===== src/ppg_map.svh =====
// Purpose: constants for the cascaded 16-bit pulse generator
// Assumes: included by ppg_pkg.sv and ppg_core.sv
// Notes:   definitions only
`ifndef PPG_MAP_SVH
`define PPG_MAP_SVH
`define PPG_CNT_W        16
`define PPG_CNT_ZERO     16'h0000
`define PPG_CNT_ONE      16'h0001
`define PPG_CMP_RST      16'h0000
`define PPG_OUT_RST      1'h0
`define PPG_TCK_W        3
`endif


===== src/ppg_pkg.sv =====
// Purpose: shared types for the cascaded 16-bit pulse generator
// Assumes: ppg_map.svh holds the numeric constants
// Notes:   compare pair travels as one struct
`default_nettype none
`include "ppg_map.svh"
package ppg_pkg;
   typedef logic [`PPG_CNT_W-1:0] ppg_word_t;
   typedef struct packed
   {
      ppg_word_t duty;
      ppg_word_t period;
   } ppg_cmp_s;
   typedef enum logic [1:0]
   {
      PPG_IDLE   = 2'h0,
      PPG_ACTIVE = 2'h1,
      PPG_DUTY   = 2'h3
   } ppg_state_e;
endpackage : ppg_pkg
`default_nettype wire


===== src/ppg_core.sv =====
// Purpose: 16-bit up counter with duty and period compare driving a pulse pin
// Assumes: byte writes are single-cycle strobes on sys_clk; the external count
//          clock is a slow pin sampled into sys_clk
// Notes:   source clock selection is an 8-step prescaler of sys_clk or the pin
`include "ppg_map.svh"
`timescale 1ns/1ps
`default_nettype none
// Function
// run bit counts selected source edges
// duty match inverts output per initial level
// duty match pulses duty interrupt
// period match returns output to initial
// period match pulses interrupt, clears counter
// run cleared stops and clears counter
// stopped timer drives initial level
// external clock slow, levels two cycles
// buffered running commit loads shadow only
// buffered period match copies shadow active
// buffered stopped commit loads both
// unbuffered commit updates active at once
// value below count waits for wrap
// equal value matches right after write
// reads return last written values
// buffer enable one selects buffering
// high byte upper, low byte lower
// software writes duty high byte last
// initial level bit sets idle level
// counter wraps FFFF to 0000
// interrupts are one-cycle pulses per match
module ppg_core
#(
   parameter int TCK_W = `PPG_TCK_W
)
(
   input  wire  logic                 sys_clk,
   input  wire  logic                 nrst,
   input  wire  logic                 cascade_run,
   input  wire  logic                 output_initial_level,
   input  wire  logic                 buffer_enable,
   input  wire  logic                 external_select,
   input  wire  logic [TCK_W-1:0]     clock_select,
   input  wire  logic                 external_count_clock_pin,
   input  wire  logic [7:0]           wr_data,
   input  wire  logic                 wr_period_low_byte,
   input  wire  logic                 wr_period_high_byte,
   input  wire  logic                 wr_duty_low_byte,
   input  wire  logic                 wr_duty_high_byte,
   output var   ppg_pkg::ppg_cmp_s    rd_compare,
   output var   ppg_pkg::ppg_word_t   count_value,
   output var   logic                 pulse_output_pin,
   output var   logic                 duty_match_irq,
   output var   logic                 period_match_irq
);
   import ppg_pkg::*;

   // =====================================================================
   // source clock
   // =====================================================================
   logic       ext_meta_reg;
   logic       ext_sync_reg;
   logic       ext_last_reg;
   logic [7:0] div_reg;
   logic [7:0] div_next;
   logic [7:0] div_rise;
   wire        ext_tick;
   wire        int_tick;
   wire        src_tick;

   // the pin is two-flop synchronised; it must stay well below sys_clk/2
   assign ext_tick = ext_sync_reg & ~ext_last_reg;
   assign div_next = div_reg + 8'h01;
   assign div_rise = div_next & ~div_reg;
   // setting 7 is the full rate; lower settings divide by powers of two
   assign int_tick = (clock_select == TCK_W'(7)) ? 1'b1
                   : div_rise[3'(6 - 32'(clock_select))];
   assign src_tick = external_select ? ext_tick : int_tick;

   always_ff @(posedge sys_clk)
   begin
      if (!nrst)
      begin
         ext_meta_reg <= 1'b0;
         ext_sync_reg <= 1'b0;
         ext_last_reg <= 1'b0;
         div_reg      <= 8'h00;
      end
      else
      begin
         ext_meta_reg <= external_count_clock_pin;
         ext_sync_reg <= ext_meta_reg;
         ext_last_reg <= ext_sync_reg;
         div_reg      <= cascade_run ? div_next : 8'h00;
      end
   end

   // =====================================================================
   // compare registers
   // =====================================================================
   ppg_cmp_s  wr_reg;
   ppg_cmp_s  shadow_reg;
   ppg_cmp_s  active_reg;
   ppg_cmp_s  commit_val;
   ppg_word_t cnt_reg;
   ppg_word_t cnt_next;
   ppg_state_e st_reg;
   ppg_state_e st_next;
   logic      out_reg;
   wire       commit;
   wire       run_q;
   wire       duty_hit;
   wire       period_hit;
   wire       load_active;

   // high byte stands above low byte in each 16-bit value
   assign commit_val  = {wr_data, wr_reg.duty[7:0], wr_reg.period};
   // the duty high byte commits all four bytes together
   assign commit      = wr_duty_high_byte;
   assign run_q       = (st_reg != PPG_IDLE);
   // compares are level-sensitive on the current count, so an equal value
   // loaded by a write hits on the next cycle, off the source grid
   assign duty_hit    = run_q && (st_reg == PPG_ACTIVE)
                        && (cnt_reg == active_reg.duty);
   assign period_hit  = run_q && (cnt_reg == active_reg.period);
   // buffered: a running commit waits in the shadow for the period match
   assign load_active = commit && (!buffer_enable || !run_q);
   assign cnt_next    = cnt_reg + `PPG_CNT_ONE;
   assign rd_compare  = shadow_reg;

   always_ff @(posedge sys_clk)
   begin
      if (!nrst)
      begin
         wr_reg     <= {`PPG_CMP_RST, `PPG_CMP_RST};
         shadow_reg <= {`PPG_CMP_RST, `PPG_CMP_RST};
         active_reg <= {`PPG_CMP_RST, `PPG_CMP_RST};
      end
      else
      begin
         if (wr_period_low_byte)
            wr_reg.period[7:0] <= wr_data;
         if (wr_period_high_byte)
            wr_reg.period[15:8] <= wr_data;
         if (wr_duty_low_byte)
            wr_reg.duty[7:0] <= wr_data;
         if (commit)
         begin
            wr_reg.duty[15:8] <= wr_data;
            shadow_reg        <= commit_val;
         end
         if (load_active)
            active_reg <= commit_val;
         else if (buffer_enable && period_hit)
            active_reg <= shadow_reg;
      end
   end

   // =====================================================================
   // counter and output
   // =====================================================================
   always_comb
   begin
      st_next = st_reg;
      case (st_reg)
         PPG_IDLE:
            if (cascade_run)
               st_next = PPG_ACTIVE;
         PPG_ACTIVE:
            if (!cascade_run)
               st_next = PPG_IDLE;
            else if (period_hit)
               st_next = PPG_ACTIVE;
            else if (duty_hit)
               st_next = PPG_DUTY;
         PPG_DUTY:
            if (!cascade_run)
               st_next = PPG_IDLE;
            else if (period_hit)
               st_next = PPG_ACTIVE;
         default:
            st_next = PPG_IDLE;
      endcase
   end

   always_ff @(posedge sys_clk)
   begin
      if (!nrst)
      begin
         st_reg           <= PPG_IDLE;
         cnt_reg          <= `PPG_CNT_ZERO;
         out_reg          <= `PPG_OUT_RST;
         duty_match_irq   <= 1'b0;
         period_match_irq <= 1'b0;
      end
      else
      begin
         st_reg           <= st_next;
         duty_match_irq   <= duty_hit && !period_hit && cascade_run;
         period_match_irq <= period_hit && cascade_run;
         if (!cascade_run)
            cnt_reg <= `PPG_CNT_ZERO;
         else if (period_hit)
            cnt_reg <= `PPG_CNT_ZERO;
         else if (run_q && src_tick)
            cnt_reg <= cnt_next;
         // the pin is the initial level, inverted only between the matches
         if (st_next == PPG_DUTY)
            out_reg <= ~output_initial_level;
         else
            out_reg <= output_initial_level;
      end
   end

   assign pulse_output_pin = out_reg;
   assign count_value      = cnt_reg;
endmodule : ppg_core
`default_nettype wire


===== config.mk =====
export PLATFORM = sky130hd
export DESIGN_NAME = ppg_core
export DESIGN_NICKNAME = d
export VERILOG_FILES = /design/src/ppg_pkg.sv /design/src/ppg_core.sv
export VERILOG_INCLUDE_DIRS = /design/src
export SDC_FILE = /design/constraint.sdc
export NUM_CORES = 1
export LEC_CHECK = 0
export ABC_AREA = 0
export BUFFER_PORTS_ARGS = -buffer_cell sky130_fd_sc_hd__buf_2
export CAP_MARGIN = 20
export CORE_ASPECT_RATIO = 0.6
export CORE_MARGIN = 1.5
export CORE_UTILIZATION = 55
export DETAILED_ROUTE_END_ITERATION = 8
export PLACE_DENSITY = 0.77
export SLEW_MARGIN = 20
export SYNTH_ARGS = -nofsm -noshare
export SYNTH_HDL_FRONTEND = slang
export SYNTH_SLANG_ARGS = --single-unit

===== constraint.sdc =====
create_clock -name sys_clk -period 3.1 [get_ports sys_clk]
set_input_delay 0 -clock sys_clk [delete_from_list [all_inputs] [get_ports sys_clk]]
set_output_delay 0 -clock sys_clk [all_outputs]
set_load 0.05 [all_outputs]

Word level (Yosys, flattened, before mapping)
Cells that the tools add are included.

Add/sub/neg operators: 3. Magnitude comparators: 1. Equal/unequal tests: 6. Muxes and demuxes: 14. Bitwise operators: 7. Reduce and logical (&&, ||, !) cells: 18.

Operators by type and width (count): $mux 32 (2); $eq 16x16->1 (2); $add 16x1->16 const B (1); $mux 2 (6); $logic_and 1x1->1 (9); $add 8x1->8 const B (1); $and 8x8->8 (1); $not 8->8 (1); $pmux 2 s3 (1); $eq 2x2->1 const B (2); $lt 3x4->1 const B (1); $mux 1 (4); $not 1->1 (4); $reduce_bool 2->1 (2); $bmux 1 s3 (1); $eq 3x3->1 const B (1); $logic_not 1->1 (3); $reduce_or 3->1 (1); $sub 3x3->3 const A (1); $eq 2x1->1 const B (1); $logic_not 2->1 (1); $reduce_and 2->1 (1); $and 1x1->1 (1); $logic_or 1x1->1 (1).

Register bits: 120. Output and inout port bits: 51.

Longest topological paths before layout
Depth in word-level cells: 9. Gate-level depth with buffers: 10. Depth with buffers taken out: 10.

Worst setup path before layout
OpenSTA, ideal clock, no wires.

Path kind: register to register. Start: register div_reg[0]. End: register cnt_reg[3] (netlist: count_value[3]). Arrival: 2217 ps. Data required time: 3028 ps. Slack: 811 ps. Stages on the path, launching flop included: 11. Clock period less this slack: 2289 ps. Cells stage by stage: dfxtp_1 > ha_1 > and3_1 > and3_1 > ha_1 > mux4_1 > nand2_1 > o211ai_4 > and2_1 > nand3_1 > mux2i_1.

Cells in the longest elaborated chain, start to end: 7. Elaborated cells on any way between the ends: 8. Those cells by class: add/sub (1); mux (4); bitwise (2); reduce/logical (1).

Ends and longest elaborated chain: start, declared (RTL line ppg_core.sv:62) `logic [7:0] div_reg;`; start signal, assigned (RTL line ppg_core.sv:92) `div_reg <= cascade_run ? div_next : 8'h00;`; $add 8x1->8 / $not 8->8 (equally long branches) (RTL line ppg_core.sv:71, ppg_core.sv:72); $and 8x8->8 * (RTL line ppg_core.sv:72) `assign div_rise = div_next & ~div_reg;`; $bmux 1 s3 * (RTL line ppg_core.sv:75) `: div_rise[3'(6 - 32'(clock_select))];`; $mux 1 (not written as such) * (RTL line ppg_core.sv:75); $mux 1 * (RTL line ppg_core.sv:74) `assign int_tick = (clock_select == TCK_W'(7)) ? 1'b1`; $mux 1 * (RTL line ppg_core.sv:76) `assign src_tick = external_select ? ext_tick : int_tick;`; $logic_and 1x1->1 * (RTL line ppg_core.sv:203) `else if (run_q && src_tick)`; end signal, assigned (RTL line ppg_core.sv:200) `` cnt_reg <= `PPG_CNT_ZERO; ``; end signal, assigned (RTL line ppg_core.sv:202) `` cnt_reg <= `PPG_CNT_ZERO; ``; end signal, assigned (RTL line ppg_core.sv:204) `cnt_reg <= cnt_next;`; end, declared (RTL line ppg_core.sv:103) `ppg_word_t cnt_reg;`.

Every way passes the cells marked *; elsewhere a longest branch is shown, timed or not. The select of a mux whose other input is x is not followed. A chain may end at the register's enable or synchronous reset.

Final worst setup path
Ends and elaborated chain as after synthesis.

==> results.sh <==
export IMPL_outcome="finished, final reports clean"
export IMPL_rsz0062_at_grt="false"
export IMPL_layout_commonest_cell="dfxtp_1"
export IMPL_synthMuxAreaShare_pct=11.6
export IMPL_tritoncts="built"
export IMPL_rows=27
export IMPL_worst_slew_pin_slew_ps=734
export IMPL_yosysSeqAreaShare_pct=45.2
export IMPL_syn_to_final_growth_pct=21.8
export IMPL_ctsLongestPathBuffers=2
export IMPL_vias=4448
export IMPL_irDropWorstVdd_mv=0.397
export IMPL_hold_path_class="in2reg"
export IMPL_synth_simple_gate_area_share_pct=19.8
export IMPL_cap_violations=0
export IMPL_worstPathCellList="ha_1, and3_1, and3_1, ha_1, mux4_1, nand2_1, o211ai_4, and2_1, nand3_1, mux2i_1"
export IMPL_r2r_cells=10
export IMPL_critPathTopFamily="simple AND/OR/NAND/NOR gates"
export IMPL_critPathBufInv=0
export IMPL_min_path_cells=4
export IMPL_wire_per_inst_microns=17.6
export IMPL_synth_xor_area_share_pct=6.42
export IMPL_io_pins=73
export IMPL_final_cell_count_no_fill=779
export IMPL_synth_cell_types=39
export IMPL_ant_nets=0
export IMPL_syn_cell_area_sq_um=5320
export IMPL_worstPathArrival_ps=2850
export IMPL_vias_per_cell=5.71
export IMPL_grt_max_degree=49
export IMPL_path_depth=10
export IMPL_yosysWarnings=0
export IMPL_leakage_uw=0.00264
export IMPL_r2r_end="count_value[3]$_SDFFE_PP0P_"
export IMPL_drv_slew=0
export IMPL_critPathMaxFanout=8
export IMPL_n_fill_cell=691
export IMPL_hpwl_mm=9.22
export IMPL_clock_sinks=120
export IMPL_place_congestion=0.868
export IMPL_synth_avg_cell_area_sq_um=9.38
export IMPL_root_buffer="clkbuf_16"
export IMPL_hold_violations=0
export IMPL_reg2reg_slack_ps=600
export IMPL_startpoint="div_reg[0]$_SDFF_PN0_"
export IMPL_antenna_found_initial=0
export IMPL_period_share_pct=80.6
export IMPL_r2r_start="div_reg[0]$_SDFF_PN0_"
export IMPL_setup_violations=0
export IMPL_cp_slowest_cell="mux4_1"
export IMPL_mostFrequentLayoutCells="120 x dfxtp_1, 72 x buf_2, 63 x nand2_1"
export IMPL_worstHoldEndpoint="pulse_output_pin$_SDFF_PN0_"
export IMPL_grt_pass1_wl_mm=21.6
export IMPL_diodes=0
export IMPL_placeableCoreArea_sq_um=9290
export IMPL_drt_iter0_drc=425
export IMPL_die_w_microns=130
export IMPL_grt_pass1_vias=4090
export IMPL_grt_overflow=0
export IMPL_initial_core_util_pct=57.3
export IMPL_tns_ps=0
export IMPL_min_delay_start="cascade_run"
export IMPL_cts_clk_slew_worst_paths_ps=50
export IMPL_track_usage_pct=28.1
export IMPL_critPathRequiredTime_ps=3450
export IMPL_post_route_drc_count=0
export IMPL_die_h_microns=79.2
export IMPL_synthCells=567
export IMPL_die_area_sq_um=10300
export IMPL_period_minus_slack_ps=2500
export IMPL_power_density_nw_per_um2=650
export IMPL_clock_skew_ps=7.27
export IMPL_fmax_mhz=400
export IMPL_h_tree_depth=4
export IMPL_synth_compound_area_share_pct=10.2
export IMPL_synthAdderAreaFrac_pct=2.59
export IMPL_cts_made_buffers=17
export IMPL_firstDrtPassIters=5
export IMPL_wl_mm=13.7
export IMPL_placed_cells=738
export IMPL_crit_type="reg2reg"
export IMPL_synth_seq_cells=120
export IMPL_slowest_delay_ps=500
export IMPL_crit_path_end_kind="flip-flop"
export IMPL_synth_top_family_by_area="simple AND/OR/NAND/NOR gates"
export IMPL_drive_above_1_share_pct=18.0
export IMPL_numPortBuffers=72
export IMPL_finish_net_count=670
export IMPL_setup_worst_path_start_class="flip-flop"
export IMPL_synth_nets=600
export IMPL_maxSlewHeadroom_pct=50.9
export IMPL_clock_latency_ps=420
[cell families after synthesis]
logic type,Yosys count
muxes,59
and+or+nand+nor,198
DFF,120
xor gates and xnor gates,39
AOI/OAI and AO/OA,89
buffers and inverters,51
adders and majority gates,11
[worst max-delay path by stage]
stage,end,slack [ps]
after floorplan,count_value[3]$_SDFFE_PP0P_,810
after global routing,count_value[15]$_SDFFE_PP0P_,400
after CTS,count_value[3]$_SDFFE_PP0P_,600
after detailed placement,count_value[3]$_SDFFE_PP0P_,610
final,count_value[3]$_SDFFE_PP0P_,600
after global placement,count_value[3]$_SDFFE_PP0P_,740
[report_power, final]
group	internal [uW]	switching [uW]
Sequential	1610	57.9
Clock	1480	688
Combinational	143	230
Total	3230	975
[metrics by stage]
step           power (uW)  setup WS, ps  util (%)  hold WS [ps]  area (sq um)
6_report             4210           601      69.7          16.2          6480
5_1_grt              4320           401      69.7          41.0          6480
4_1_cts              4210           598      69.7          7.66          6480
3_5_place_dp         2060           614      61.7           213          5730
3_3_place_gp         2050           738      61.7           204          5730
2_1_floorplan        1960           811         -           127          5320
[routing by layer]
metal,up-vias,track usage [%],routed length (microns)
met3,21,5.80,1150
met1,2114,41.2,6760
met4,0,11.2,201
met2,224,40.1,5590
met5,-,0,0
li1,2089,-,-
[cell type report]
| cell class | instances | area [sq um] | area share [%] |
|---|---|---|---|
| clock inverter | 9 | 170 | 2.63 |
| sequential | 120 | 2400 | 37.1 |
| inverter | 13 | 48.8 | 0.753 |
| tap | 130 | 163 | 2.51 |
| clock buffer | 22 | 474 | 7.32 |
| multi-input combinational | 396 | 2700 | 41.6 |
| timing repair buffer | 89 | 526 | 8.11 |
[Yosys cell counts]
| master | number | share of area [%] |
|---|---|---|
| dfxtp_1 | 120 | 45 |
| nand2_1 | 63 | 4.4 |
| mux2i_1 | 57 | 11 |
| nor2b_1 | 57 | 6.7 |
| o21ai_0 | 32 | 3.0 |
| xnor2_1 | 30 | 4.9 |
| clkbuf_1 | 29 | 2.0 |
| a31oi_1 | 26 | 3.1 |
| nor2_1 | 18 | 1.3 |
| nand3_1 | 14 | 1.3 |
| nand4_1 | 14 | 1.6 |
| a21oi_1 | 12 | 1.1 |
| inv_1 | 12 | 0.85 |
| ha_1 | 11 | 2.6 |
| xor2_1 | 9 | 1.5 |
| a22oi_1 | 7 | 0.99 |
| or3_1 | 7 | 0.82 |
| a21boi_1 | 6 | 0.85 |
| and2_1 | 6 | 0.71 |
| and3_1 | 6 | 0.71 |
| buf_2 | 5 | 0.47 |
| buf_6 | 3 | 0.64 |
| a21boi_0 | 2 | 0.28 |
| nand2b_1 | 2 | 0.24 |
| nor3_1 | 2 | 0.19 |
| nor4_1 | 2 | 0.24 |
| o31ai_1 | 2 | 0.28 |
| or4_1 | 2 | 0.28 |
| a21boi_2 | 1 | 0.21 |
| and4_1 | 1 | 0.16 |
| buf_4 | 1 | 0.14 |
| inv_2 | 1 | 0.071 |
| mux4_1 | 1 | 0.49 |
| mux4_2 | 1 | 0.42 |
| nand3_2 | 1 | 0.19 |
| nand3_4 | 1 | 0.33 |
| nor4_4 | 1 | 0.40 |
| o211ai_4 | 1 | 0.40 |
| or2_2 | 1 | 0.12 |
[what timing repair did]
item / in CTS / in global routing
gates resized for setup: 0 / 0
hold buffers: 10 / 0
setup buffers: 0 / 0
endpoints found under the hold margin: 36 / 0
[worst reg2reg max path: stages (launching register included)]
cell,delay [ps]
dfxtp_1,350
ha_1,240
and3_1,200
and3_1,190
ha_1,190
mux4_1,500
nand2_1,130
o211ai_4,140
and2_1,230
nand3_1,100
mux2i_1,170
Note: power is estimated with default switching activity, not from simulation.
